File: src/core/cop1_pkg.sv
// Purpose: Shared constants and types for the charger option word one block.
// Assumes: SMBus word protocol, one 16-bit option word at a single command code.
// Notes: Bits 6..0 are stored and read back but steer nothing here.
package cop1_pkg;

  localparam logic [7:0] CMD_OPT1 = 8'h30;
  localparam logic [15:0] OPT1_RESET = 16'h0211;
  localparam int WORD_W = 16;

  // Field positions
  localparam int BIT_BATT_MON = 15;
  localparam int BIT_THR_HI = 14;
  localparam int BIT_THR_LO = 13;
  localparam int BIT_SYS_PWR = 12;
  localparam int BIT_IN_SHUNT = 11;
  localparam int BIT_CHG_SHUNT = 10;
  localparam int BIT_PWR_GAIN = 9;
  localparam int BIT_RSVD8 = 8;
  localparam int BIT_COMPARATOR_REFERENCE_SELECT = 7;

  // Low-power throttle alert source codes
  localparam logic [1:0] THR_OFF = 2'h0;
  localparam logic [1:0] THR_DISCHG = 2'h1;
  localparam logic [1:0] THR_SYSV = 2'h2;
  localparam logic [1:0] THR_RSVD = 2'h3;

  localparam logic [3:0] BITS_PER_BYTE = 4'h8;

  typedef enum logic [2:0] {
    ST_IDLE,
    ST_RX,
    ST_ACK,
    ST_TX,
    ST_MACK,
    ST_WAIT
  } cop1_state_t;

endpackage : cop1_pkg

File: src/core/cop1_option_reg.sv
// Purpose: Storage and field decode of charger option word one.
// Assumes: wr_en is a one-cycle pulse carrying a whole word.
// Notes: All outputs are registered.
`timescale 1ns/10ps
module cop1_option_reg (
  input wire logic sys_clk,
  input wire logic rst,
  input wire logic wr_en,
  input wire logic [15:0] wr_data,
  input wire logic low_power_mode,
  output logic [15:0] word_q,
  output logic batt_current_monitor_output_enable,
  output logic system_power_monitor_enable,
  output logic [1:0] lowpower_throttle_alert_select,
  output logic discharge_current_trigger,
  output logic system_voltage_trigger,
  output logic input_shunt_value_select,
  output logic charge_shunt_value_select,
  output logic power_monitor_gain_select,
  output logic comparator_reference_select
);

  typedef struct packed {
    logic [15:0] word;
    logic batt_en;
    logic sys_en;
    logic dis_trig;
    logic sysv_trig;
  } cop1_reg_state_t;

  cop1_reg_state_t s_q;
  cop1_reg_state_t s_d;

  always_comb begin
    s_d = s_q;
    if (wr_en) begin
      s_d.word = wr_data;
    end
    // Low-power mode overrides both monitor enables
    s_d.batt_en = s_d.word[cop1_pkg::BIT_BATT_MON] & ~low_power_mode;
    s_d.sys_en = s_d.word[cop1_pkg::BIT_SYS_PWR] & ~low_power_mode;
    // Reserved code 11 behaves as disabled
    s_d.dis_trig = (s_d.word[cop1_pkg::BIT_THR_HI:cop1_pkg::BIT_THR_LO] ==
                    cop1_pkg::THR_DISCHG);
    s_d.sysv_trig = (s_d.word[cop1_pkg::BIT_THR_HI:cop1_pkg::BIT_THR_LO] ==
                     cop1_pkg::THR_SYSV);
  end

  always_ff @(posedge sys_clk or posedge rst) begin
    if (rst) begin
      s_q <= '{word: cop1_pkg::OPT1_RESET, batt_en: 1'b0, sys_en: 1'b0,
               dis_trig: 1'b0, sysv_trig: 1'b0};
    end else begin
      s_q <= s_d;
    end
  end

  assign word_q = s_q.word;
  assign batt_current_monitor_output_enable = s_q.batt_en;
  assign system_power_monitor_enable = s_q.sys_en;
  assign lowpower_throttle_alert_select = s_q.word[cop1_pkg::BIT_THR_HI:cop1_pkg::BIT_THR_LO];
  assign discharge_current_trigger = s_q.dis_trig;
  assign system_voltage_trigger = s_q.sysv_trig;
  assign input_shunt_value_select = s_q.word[cop1_pkg::BIT_IN_SHUNT];
  assign charge_shunt_value_select = s_q.word[cop1_pkg::BIT_CHG_SHUNT];
  assign power_monitor_gain_select = s_q.word[cop1_pkg::BIT_PWR_GAIN];
  assign comparator_reference_select = s_q.word[cop1_pkg::BIT_COMPARATOR_REFERENCE_SELECT];

endmodule : cop1_option_reg

File: src/core/cop1_top.sv
// Purpose: SMBus target holding charger option word one and driving its controls.
// Assumes: SCL and SDA inputs are synchronous to sys_clk and slow against it.
// Notes: Only command 30h is served; other commands are not acknowledged.
`timescale 1ns/10ps
module cop1_top #(
  // Target address; value is arbitrary
  parameter logic [6:0] DEV_ADDR = 7'h5a
) (
  input wire logic sys_clk,
  input wire logic rst,
  input wire logic smb_scl,
  input wire logic smb_sda_in,
  output logic smb_sda_out,
  output logic smb_sda_oe_n,
  input wire logic low_power_mode,
  output logic [15:0] option_word,
  output logic batt_current_monitor_output_enable,
  output logic system_power_monitor_enable,
  output logic [1:0] lowpower_throttle_alert_select,
  output logic discharge_current_trigger,
  output logic system_voltage_trigger,
  output logic input_shunt_value_select,
  output logic charge_shunt_value_select,
  output logic power_monitor_gain_select,
  output logic comparator_reference_select
);

  typedef struct packed {
    cop1_pkg::cop1_state_t state;
    logic [3:0] bitcnt;
    logic [7:0] shreg;
    logic [1:0] idx;
    logic rd;
    logic hit;
    logic ack;
    logic [7:0] lo_byte;
    logic [7:0] rd_hi;
    logic mnack;
    logic drive;
    logic wr_en;
    logic [15:0] wr_data;
    logic scl_q;
    logic sda_q;
  } cop1_bus_state_t;

  cop1_bus_state_t s_q;
  cop1_bus_state_t s_d;
  logic [15:0] word_q;
  logic scl_rise;
  logic scl_fall;
  logic start_seen;
  logic stop_seen;

  assign scl_rise = smb_scl & ~s_q.scl_q;
  assign scl_fall = ~smb_scl & s_q.scl_q;
  assign start_seen = smb_scl & s_q.scl_q & s_q.sda_q & ~smb_sda_in;
  assign stop_seen = smb_scl & s_q.scl_q & ~s_q.sda_q & smb_sda_in;

  always_comb begin
    s_d = s_q;
    s_d.scl_q = smb_scl;
    s_d.sda_q = smb_sda_in;
    s_d.wr_en = 1'b0;
    if (stop_seen) begin
      s_d.state = cop1_pkg::ST_IDLE;
      s_d.drive = 1'b0;
    end else if (start_seen) begin
      // Repeated start keeps the command hit flag for a word read
      s_d.state = cop1_pkg::ST_RX;
      s_d.bitcnt = 4'h0;
      s_d.idx = 2'h0;
      s_d.drive = 1'b0;
    end else begin
      unique case (s_q.state)
        cop1_pkg::ST_IDLE: begin
          s_d.drive = 1'b0;
        end
        cop1_pkg::ST_WAIT: begin
          s_d.drive = 1'b0;
        end
        cop1_pkg::ST_RX: begin
          if (scl_rise && s_q.bitcnt != cop1_pkg::BITS_PER_BYTE) begin
            s_d.shreg = {s_q.shreg[6:0], smb_sda_in};
            s_d.bitcnt = s_q.bitcnt + 4'h1;
          end else if (scl_fall && s_q.bitcnt == cop1_pkg::BITS_PER_BYTE) begin
            s_d.state = cop1_pkg::ST_ACK;
            s_d.ack = 1'b0;
            unique case (s_q.idx)
              2'h0: begin
                if (s_q.shreg[7:1] == DEV_ADDR) begin
                  s_d.ack = 1'b1;
                  s_d.rd = s_q.shreg[0];
                  s_d.rd_hi = word_q[15:8];
                  s_d.lo_byte = word_q[7:0];
                  if (!s_q.shreg[0]) begin
                    s_d.hit = 1'b0;
                  end
                end
              end
              2'h1: begin
                s_d.hit = (s_q.shreg == cop1_pkg::CMD_OPT1);
                s_d.ack = (s_q.shreg == cop1_pkg::CMD_OPT1);
              end
              2'h2: begin
                s_d.lo_byte = s_q.shreg;
                s_d.ack = 1'b1;
              end
              2'h3: begin
                s_d.ack = 1'b1;
                s_d.wr_en = s_q.hit;
                s_d.wr_data = {s_q.shreg, s_q.lo_byte};
              end
            endcase
            s_d.drive = s_d.ack;
            if (!s_d.ack) begin
              s_d.state = cop1_pkg::ST_WAIT;
            end
          end
        end
        cop1_pkg::ST_ACK: begin
          if (scl_fall) begin
            s_d.bitcnt = 4'h0;
            if (s_q.rd && s_q.idx == 2'h0) begin
              // Read of a non-matching command returns zero
              s_d.state = cop1_pkg::ST_TX;
              s_d.shreg = s_q.hit ? s_q.lo_byte : 8'h00;
              s_d.rd_hi = s_q.hit ? s_q.rd_hi : 8'h00;
              s_d.drive = ~s_d.shreg[7];
              s_d.idx = 2'h2;
            end else if (s_q.idx == 2'h3) begin
              s_d.state = cop1_pkg::ST_WAIT;
              s_d.drive = 1'b0;
            end else begin
              s_d.state = cop1_pkg::ST_RX;
              s_d.drive = 1'b0;
              s_d.idx = s_q.idx + 2'h1;
            end
          end
        end
        cop1_pkg::ST_TX: begin
          if (scl_rise) begin
            s_d.bitcnt = s_q.bitcnt + 4'h1;
          end else if (scl_fall) begin
            if (s_q.bitcnt == cop1_pkg::BITS_PER_BYTE) begin
              s_d.state = cop1_pkg::ST_MACK;
              s_d.drive = 1'b0;
            end else begin
              s_d.shreg = {s_q.shreg[6:0], 1'b0};
              s_d.drive = ~s_q.shreg[6];
            end
          end
        end
        cop1_pkg::ST_MACK: begin
          if (scl_rise) begin
            s_d.mnack = smb_sda_in;
          end else if (scl_fall) begin
            s_d.bitcnt = 4'h0;
            if (!s_q.mnack && s_q.idx == 2'h2) begin
              s_d.state = cop1_pkg::ST_TX;
              s_d.shreg = s_q.rd_hi;
              s_d.drive = ~s_q.rd_hi[7];
              s_d.idx = 2'h3;
            end else begin
              s_d.state = cop1_pkg::ST_WAIT;
            end
          end
        end
        default: begin
          s_d.state = cop1_pkg::ST_IDLE;
          s_d.drive = 1'b0;
        end
      endcase
    end
  end

  always_ff @(posedge sys_clk or posedge rst) begin
    if (rst) begin
      s_q <= '{state: cop1_pkg::ST_IDLE, bitcnt: 4'h0, shreg: 8'h00, idx: 2'h0,
               rd: 1'b0, hit: 1'b0, ack: 1'b0, lo_byte: 8'h00, rd_hi: 8'h00,
               mnack: 1'b1, drive: 1'b0, wr_en: 1'b0, wr_data: 16'h0000,
               scl_q: 1'b1, sda_q: 1'b1};
    end else begin
      s_q <= s_d;
    end
  end

  // Open drain: only ever pulls low
  assign smb_sda_out = 1'b0;
  assign smb_sda_oe_n = ~s_q.drive;
  assign option_word = word_q;

  cop1_option_reg u_reg (
    .sys_clk(sys_clk),
    .rst(rst),
    .wr_en(s_q.wr_en),
    .wr_data(s_q.wr_data),
    .low_power_mode(low_power_mode),
    .word_q(word_q),
    .batt_current_monitor_output_enable(batt_current_monitor_output_enable),
    .system_power_monitor_enable(system_power_monitor_enable),
    .lowpower_throttle_alert_select(lowpower_throttle_alert_select),
    .discharge_current_trigger(discharge_current_trigger),
    .system_voltage_trigger(system_voltage_trigger),
    .input_shunt_value_select(input_shunt_value_select),
    .charge_shunt_value_select(charge_shunt_value_select),
    .power_monitor_gain_select(power_monitor_gain_select),
    .comparator_reference_select(comparator_reference_select)
  );

endmodule : cop1_top

File: config.mk
export PLATFORM = sky130hd
export DESIGN_NAME = cop1_top
export DESIGN_NICKNAME = d
export VERILOG_FILES = /design/src/core/cop1_pkg.sv /design/src/core/cop1_option_reg.sv /design/src/core/cop1_top.sv
export SDC_FILE = /design/constraint.sdc
export NUM_CORES = 1
export LEC_CHECK = 0
export ABC_CLOCK_PERIOD_IN_PS = 4400
export BUFFER_PORTS_ARGS = -buffer_cell sky130_fd_sc_hd__buf_4
export CAP_MARGIN = 20
export CORE_ASPECT_RATIO = 0.6
export CORE_MARGIN = 4
export CORE_UTILIZATION = 60
export CTS_CLUSTER_DIAMETER = 200
export DETAILED_ROUTE_END_ITERATION = 10
export GPL_TIMING_DRIVEN = 0
export HOLD_SLACK_MARGIN = 0.05
export PLACE_DENSITY_LB_ADDON = 0.2
export SLEW_MARGIN = 20
export SYNTH_ARGS = -nofsm -noshare
export SYNTH_HDL_FRONTEND = slang
export SYNTH_SLANG_ARGS = --single-unit
File: constraint.sdc
create_clock -name sys_clk -period 4.4 [get_ports sys_clk]
set_input_delay 0.88 -clock sys_clk [delete_from_list [all_inputs] [get_ports sys_clk]]
set_output_delay 0.88 -clock sys_clk [all_outputs]
set_load 0.01 [all_outputs]
Word-level counts from Yosys, hierarchy flattened
Cells that the tools add are included.
- $add $sub $neg: 2
- eq/ne operators: 47
- multiplexer cells: 63
- bitwise logic cells: 21
- reduce and logical (&&, ||, !) cells: 26
- operator list (operator ; count):
    $mux 17 ; 7
    $mux 8 ; 11
    $mux 18 ; 3
    $pmux 12 s4 ; 1
    $ne 4x4->1 const B ; 11
    $ne 2x2->1 const B ; 16
    $pmux 8 s2 ; 2
    $mux 3 ; 10
    $reduce_and 7->1 ; 4
    $ne 3x3->1 const B ; 6
    $mux 1 ; 16
    $mux 16 ; 1
    $reduce_and 8->1 ; 2
    $pmux 3 s5 ; 1
    $mux 12 ; 1
    $not 1->1 ; 12
    $reduce_and 12->1 ; 1
    $mux 10 ; 1
    $reduce_and 10->1 ; 1
    $and 1x1->1 ; 9
    $reduce_and 9->1 ; 1
    $eq 8x6->1 const B ; 1
    $eq 7x7->1 const B ; 1
    $mux 7 ; 1
    other kinds (26) ; 39
- register bits: 76
- bits of input ports: 5
- word-level logic and storage cells: 179

Depth between registers and ports, before layout
Gate-level depths: netlist of the first run.
- depth after elaboration: 14
- gate-level depth with buffers: 9

By module
From an unflattened synthesis of the first run, not the netlist that was laid out.
- cell total of the unflattened synthesis: 366
- area total of the unflattened synthesis: 4081.4 um^2
- by module, submodules not included (module ; times used ; cells an instance ; area an instance (um^2)):
    cop1_top ; 1 ; 313 ; 3226.8
    cop1_option_reg ; 1 ; 53 ; 854.6

Worst setup path before layout of the first run
Ideal clock, no wire load.
- path kind: input -> register
- start point: input port smb_sda_in
- end point: register s_q[42] (netlist name)
- library setup time: 0.125 ns
- arrival time: 2.154 ns
- required time: 4.275 ns
- path slack: 2.121 ns
- cell stages on the path: 6
- path buffers: 1
- cells stage by stage: xnor2_1 > o22ai_1 > a211oi_1 > o211a_1 > buf_6 > mux2_4
- cells in the longest elaborated chain, start to end: 4
- elaborated cells between the ends (all ways): 8
- those cells by class: 2 x mux; 5 x bitwise; 1 x reduce/logical
- ends and longest elaborated chain (what ; RTL line ; RTL):
    start: declaration ; cop1_top.sv:12 ; input wire logic smb_sda_in,
    $not 1->1 ; cop1_top.sv:56 ; assign start_seen = smb_scl & s_q.scl_q & s_q.sda_q & ~smb_sda_in;
    $and 1x1->1 ; cop1_top.sv:56 ;
    $not 1->1 (no source line) ; - ;
    $reduce_and 12->1 (no source line) ; - ;
    end signal: assignment ; cop1_top.sv:178 ; s_q <= '{state: cop1_pkg::ST_IDLE, bitcnt: 4'h0, shreg: 8'h00, idx: 2'h0,
    end: declaration ; cop1_top.sv:46 ; cop1_bus_state_t s_q;
Parallel ways exist; a longest one is shown, timed or not. The select of a mux whose other input is x is not followed.
A chain may end at the register's enable or synchronous reset.

Final worst setup path of the first run
- start point: register s_q[48] (netlist name)
- end point: register s_q[19] (netlist name)
- cells in the longest elaborated chain, start to end: 13
- elaborated cells between the ends (all ways): 18
- those cells by class: 2 x eq/ne; 15 x mux; 1 x bitwise
- ends and longest elaborated chain (what ; RTL line ; RTL):
    $eq 7x7->1 ; cop1_top.sv:90 ; if (s_q.shreg[7:1] == DEV_ADDR) begin
    $mux 18 ; cop1_top.sv:90 ;
    $pmux 1 s3 ; cop1_top.sv:88 ; unique case (s_q.idx)
    $mux 1 ; cop1_top.sv:85 ; end else if (scl_fall && s_q.bitcnt == cop1_pkg::BITS_PER_BYTE) begin
    $mux 1 ; cop1_top.sv:82 ; if (scl_rise && s_q.bitcnt != cop1_pkg::BITS_PER_BYTE) begin
    $mux 1 ; cop1_top.sv:74 ; unique case (s_q.state)
    $mux 1 ; cop1_top.sv:67 ; end else if (start_seen) begin
    $mux 1 ; cop1_top.sv:64 ; if (stop_seen) begin
    $mux 18 ; cop1_top.sv:85 ;
    $mux 18 ; cop1_top.sv:82 ;
    $pmux 1 s4 * ; cop1_top.sv:74 ;
    $mux 1 * ; cop1_top.sv:67 ;
    $mux 1 * ; cop1_top.sv:64 ;
Mark *: on every way between the ends. The rest lies on a longest branch, timed or not. The select of a mux whose other input is x is not followed.

==> run summary, run 1 <==
die extent in y: 71.1 um
vias: 2944
worst setup margin: 1.96 ns
number of synthesized flops with an enable pin: 0
WL/cell: 18.8 um
minimum clock period: 2.44 ns
r2r setup slk: 1.96 ns
WHS: 0.487 ns
ANT cells: 0
Syn Inst Count: 356
Initial Util: 63.4%
final count of hold timing violations: 0
Peak Freq: 410 MHz
post-CTS resize count: 0
Filler cells: 470
Skew-Pair Late Insertion Delay: 0.35 ns
Reg power frac: 42.7%
vias in the first global route: 2887
Clock transition at path regs: 0.07 ns
clock network fraction of total power: 23.7%
crit path launch: s_q[48]
# nets final: 411
Min-Delay Path Class: reg -> reg
yosys warns: 0
placed cell area: 0.00434 mm^2
Storage cell area: 0.00191 mm^2
CTS H-tree depth: 3
Worst Setup End Kind: flip-flop
worst r2r src: s_q[48]
synthesized area per cell: 11.2 um^2
Synth Register Bits: 76
register area share after synthesis: 48.0%
mapped cell area: 0.00398 mm^2
Total Routed Length: 9.13 mm
global-route wire length before repair: 15.2 mm
status: finished, final reports clean
Die X: 113 um
CTS buffer count: 9
RSZ-0062 raised after global routing: no
GR Util All Layers: 24.2%
Placement Rows: 22
vias per cell: 6.05
Design Area, Final: 0.00451 mm^2
grt total ovfl: 0
Final Power: 2.12 mW
Worst Path Required: 4.69 ns
max-cap viol count: 0
hold_buf cts: 0
R2R cell count: 6
worst-margin pin slew: 0.698 ns
Post-synth ARST share: 100%
maximum vdd drop: 0.244 mV
clk sinks: 76
crit-path max cell delay: 0.68 ns
worst reg2reg endpoint: s_q[19]
WP data arrival: 2.73 ns
die area: 0.00804 mm^2
layout cells sized above 1: 32.5%
Yosys cell types: 56
First DRT Iteration DRCs: 319
slowest cell on the critical path: nor4b_1
Synth top cells by count: 70 x dfrtp_1, 43 x mux2_2, 36 x nand2_1
Worst Setup EP: s_q[19]
Crit Path Class: reg -> reg
PwrDens: 469 mW/mm^2
element type at the critical path start: flip-flop
internal power: 1.37 mW
Yosys top cell area share: 44.0%
Gate power share: 33.7%
DRC viols: 0
core area: 0.00628 mm^2
DR pass1 iterations: 6
initial antenna violation count: 0
switching fraction of total power: 35.1%
sw power: 0.743 mW
CTS tree: yes
area of the multi-input gates: 0.00185 mm^2
Synth Flop Type: dfrtp_1
most common cell in the netlist: dfrtp_1
Sum Neg Setup Slack: 0 ns
Final ANT Viol Nets: 0
count of final max-slew check failures: 0
Max Root-Sink Buffers: 2
port bufs: 31
largest net degree at the start of global routing: 41
I/O pin count: 33
Synth area leaders: dfrtp_1 44%, mux2_2 12%, dfstp_2 4.0%
setup repair bufs after CTS: 0
worst-path maximum fanout: 10
Max-slew headroom: 52.8%
Syn Nets: 368
worst slack at placement: 1.77 ns
hpwl dp: 6.67 mm
Leakage: 2.23 nW
setup violators final: 0
clock skew: 0.00694 ns
clock root buffer: clkbuf_8
Synth area leader: dfrtp_1
Final Wtd Congestion: 0.948
worst-path cell chain: nor4b_1, and4_1, buf_2, a211oi_1, o22ai_1, mux2_2
fin crit share: 55.4%
area delta synth->final: 13.5%
-- cells in the final DEF, fill, tap and decap left out, types with 3 or more instances in the layout --
master    netlist  routed
mux2_2         43      43
clkbuf_1        4       7
a21oi_1         4       4
ha_1            7       7
nand2_1        36      36
mux2i_1        13      13
dfrtp_1        70      70
o22ai_1         3       3
o21ai_0        23      23
buf_4           7      38
a31oi_1         3       3
nor2b_1         9       9
o31ai_1         5       5
nor3_1          3       3
nand2b_1        4       4
buf_6           4       4
o211ai_1        5       5
a22oi_1         7       7
or3b_1          3       3
dfstp_2         6       6
nand3_1         9       9
clkbuf_8        0       9
buf_2           6       6
inv_1          20      19
a211oi_1        4       4
mux2_4          8       8
nor2_1         12      12
-- critical path: cells and delay by family (launching register included) --
kind | cells | cell delay [ns]
flip-flops | 1 | 0.48
buffers and inverters | 1 | 0.23
AND/OR/NAND/NOR | 2 | 0.98
multiplexers | 1 | 0.20
AO/OA/AOI/OAI | 2 | 0.50
-- metrics by stage --
step,util [%],cells
2_1_floorplan,-,356
3_3_place_gp,68.8,471
3_5_place_dp,69.1,472
4_1_cts,71.9,487
5_1_grt,71.9,487
6_report,71.9,487
-- layout make-up --
class	count	area share, %
Buffer	22	3.24
Clock buffer	12	2.99
Clock inverter	3	0.887
Inverter	20	1.72
Multi-Input combinational cell	238	40.9
Sequential cell	76	42.3
Tap cell	84	2.33
Timing Repair Buffer	32	5.60
-- cells by family after synthesis --
family | synth area share (%)
simple gates | 13.9
flops | 48.0
compound gates | 11.3
mux | 18.5
buf+inv | 5.57
fa+ha+maj | 2.48
other cells | 0.0943
xor+xnor | 0.220
-- worst min-delay path by stage --
stage	to	slack, ns	cells after the start	from
after floorplan	s_q[53]	0.45	1	s_q[53]
after global placement	s_q[20]	0.47	2	s_q[20]
after detailed placement	s_q[20]	0.48	2	s_q[20]
after CTS	s_q[20]	0.49	2	s_q[20]
after global routing	s_q[20]	0.51	2	s_q[20]
final	s_q[20]	0.49	2	s_q[20]
-- power groups by stage --
| stage | logic, mW | clock network [mW] | registers [mW] |
|---|---|---|---|
| final | 0.713 | 0.501 | 0.904 |
| after global routing | 0.780 | 0.538 | 0.916 |
| after CTS | 0.704 | 0.506 | 0.899 |
| after detailed placement | 0.700 | 0 | 0.911 |
| after global placement | 0.680 | 0 | 0.907 |
| after floorplan | 0.559 | 0 | 0.864 |
-- routing by layer --
metal | GRT usage, % | part of all wire, % | up-vias
met2 | 34.9 | 43 | 130
met3 | 8.38 | 8.6 | 16
met4 | 6.53 | 1.1 | 0
met5 | 0 | 0 | -
li1 | - | - | 1348
met1 | 35.0 | 47 | 1450
-- registers in the layout, summed over array words and instances (netlist names) --
| name | cells |
|---|---|
| u_reg.word_q | 16 |
| u_reg.discharge_current_trigger | 1 |
| u_reg.system_power_monitor_enable | 1 |
| u_reg.batt_current_monitor_output_enable | 1 |
| u_reg.system_voltage_trigger | 1 |
| s_q | 56 |
Power figures use the tool's default switching activity.
==> run 2, diff against run 1 <==
--- a/config.mk
+++ b/config.mk
@@ -5,7 +5,7 @@
 export SDC_FILE = /design/constraint.sdc
 export NUM_CORES = 1
 export LEC_CHECK = 0
-export ABC_CLOCK_PERIOD_IN_PS = 4400
+export ABC_CLOCK_PERIOD_IN_PS = 2450
 export BUFFER_PORTS_ARGS = -buffer_cell sky130_fd_sc_hd__buf_4
 export CAP_MARGIN = 20
 export CORE_ASPECT_RATIO = 0.6
==> constraint.sdc (replaced) <==
create_clock -name sys_clk -period 2.45 [get_ports sys_clk]
set_input_delay 0.49 -clock sys_clk [delete_from_list [all_inputs] [get_ports sys_clk]]
set_output_delay 0.49 -clock sys_clk [all_outputs]
set_load 0.01 [all_outputs]
==> run 2 against run 1 <==
Net effect:
- core utilization increased by 0.22 points
- global-route usage unchanged
- clock power is 79% higher
- sequential share of layout area down 0.13 points
- routed wire length is 0.18% higher
- via count is 0.14% lower
- non-clock buffer count unchanged
- highest routed layer unchanged
==> run summary, run 2 (synthesis results as in run 1) <==
PwrDens: 843 mW/mm^2 (+80%)
Util after Layout: 72.1% (+0.22 points)
die area: 0.00804 mm^2 (unchanged)
count of final max-slew check failures: 0 (unchanged)
initial antenna violation count: 0 (unchanged)
Final Wtd Congestion: 0.948 (unchanged)
Min-Delay Path Class: in -> async
vias in the first global route: 2887 (unchanged)
hold_buf cts: 0 (unchanged)
crit-path max cell delay: 0.42 ns (-0.26 ns)
global-route wire length before repair: 15.2 mm (unchanged)
most common cell after layout, fill and taps aside: dfrtp_1
worst-path maximum fanout: 10 (unchanged)
CTS H-tree depth: 3 (unchanged)
Initial Util: 63.4% (unchanged)
I/O pin count: 33 (unchanged)
clock skew: 0.00690 ns (-0.0000428 ns)
DRC viols: 0 (unchanged)
worst setup margin: 0.131 ns (-1.83 ns)
Filler cells: 467 (-0.64%)
Final ANT Viol Nets: 0 (unchanged)
port bufs: 31 (unchanged)
RSZ-0062 raised after global routing: no
slowest cell on the critical path: dfrtp_1
DR pass1 iterations: 5 (-1)
Worst Setup End Kind: flip-flop
First DRT Iteration DRCs: 289 (-9.4%)
Die X: 113 um (unchanged)
setup violators final: 0 (unchanged)
Clock transition at path regs: 0.07 ns (about the same)
max FFs per register: 56 (unchanged)
minimum clock period: 2.32 ns (-0.121 ns)
vias: 2940 (-0.14%)
CTS buffer count: 9 (unchanged)
worst-margin pin slew: 0.686 ns (-0.0116 ns)
clock root buffer: clkbuf_8
Worst Path Required: 2.68 ns (-2.01 ns)
post-CTS resize count: 0 (unchanged)
largest net degree at the start of global routing: 41 (unchanged)
maximum vdd drop: 0.437 mV (+80%)
ANT cells: 0 (unchanged)
core area: 0.00628 mm^2 (unchanged)
area delta synth->final: 13.8%
Placement Rows: 22 (unchanged)
final count of hold timing violations: 0 (unchanged)
max-cap viol count: 0 (unchanged)
worst-path cell chain: inv_1, ha_1, nand3b_1, nand3b_2, inv_1, nand2_2, clkbuf_4, mux2_2
most frequent cells in the layout: 70 x dfrtp_1, 43 x mux2_2, 38 x buf_4, 36 x nand2_1, 23 x o21ai_0
Peak Freq: 431 MHz (+5.2%)
WL/cell: 18.8 um (+0.18%)
layout cells sized above 1: 33.0% (+0.50 points)
GR Util All Layers: 24.2% (unchanged)
fin crit share: 94.6% (+39 points)
Total Routed Length: 9.15 mm (+0.18%)
element type at the critical path start: flip-flop
most frequent CP cell: inv_1
die extent in y: 71.1 um (unchanged)
Max-slew headroom: 54.2% (+1.4 points)
vias per cell: 6.04 (-0.14%)
most flop-heavy register: s_q
Leakage: 2.23 nW (+0.20%)
grt total ovfl: 0 (unchanged)
hpwl dp: 6.67 mm (unchanged)
worst slack at placement: 0.0994 ns (-1.67 ns)
Crit Path Class: reg -> reg
Max Root-Sink Buffers: 2 (unchanged)
Skew-Pair Late Insertion Delay: 0.35 ns (about the same)
# nets final: 411 (unchanged)
CTS tree: yes
clk sinks: 76 (unchanged)
setup repair bufs after CTS: 0 (unchanged)
WP data arrival: 2.55 ns (-0.18 ns)
status: finished, final reports clean
## run 2: layout make-up
type                            instances  area, um^2  share of cell area [%]
Buffer                                 22         149                    3.29
Clock buffer                           12         135                    2.99
Clock inverter                          3        40.0                   0.884
Inverter                               20        77.6                    1.71
Multi-Input combinational cell        238        1860                    41.0
Sequential cell                        76        1910                    42.2
Tap cell                               84         105                    2.32
Timing Repair Buffer                   32         253                    5.58
## run 2: worst paths after layout
path	from	to	slack [ns]	cells after the start
worst max-delay path	s_q[50]	s_q[7]	0.13	8
worst min-delay path	rst	u_reg.word_q[13]	0.18	2
worst max register to register	s_q[50]	s_q[7]	0.13	8
worst min register to register	s_q[20]	s_q[20]	0.49	2
max in group asynchronous	rst	u_reg.word_q[0]	1.63	3
min in group sys_clk	smb_scl	s_q[1]	0.29	1
## run 2: critical path: cells and delay by family (launching register included)
family | cells | cell delay [ns]
multiplexers | 1 | 0.30
AND/OR/NAND/NOR | 3 | 0.85
adder cells (fa/ha/maj) | 1 | 0.14
buffers and inverters | 3 | 0.48
flip-flops | 1 | 0.42
## run 2: where the power goes
part / total, mW / switching (mW) / internal, mW
logic: 1.29 / 0.677 / 0.612
clock network: 0.897 / 0.434 / 0.463
registers: 1.63 / 0.232 / 1.40
total: 3.82 / 1.34 / 2.47
## run 2: routing by layer
metal	global-route usage, %	part of all wire [%]	vias to the layer above
met1	35.0	47	1448
met5	0	0	-
met4	6.53	1.0	0
li1	-	-	1352
met2	34.9	42	126
met3	8.38	9.3	14
## run 2: metrics by stage
stage          TNS (ns)  cells  hold WS (ns)  area, um^2  total power, mW
6_report              0    487         0.180        4530             3.82
5_1_grt               0    487         0.207        4530             4.02
4_1_cts               0    487         0.187        4510             3.79
3_5_place_dp          0    472         0.480        4340             2.89
3_3_place_gp     -59.57    471         0.468        4320             2.85
2_1_floorplan         0    356         0.452        3980             2.55
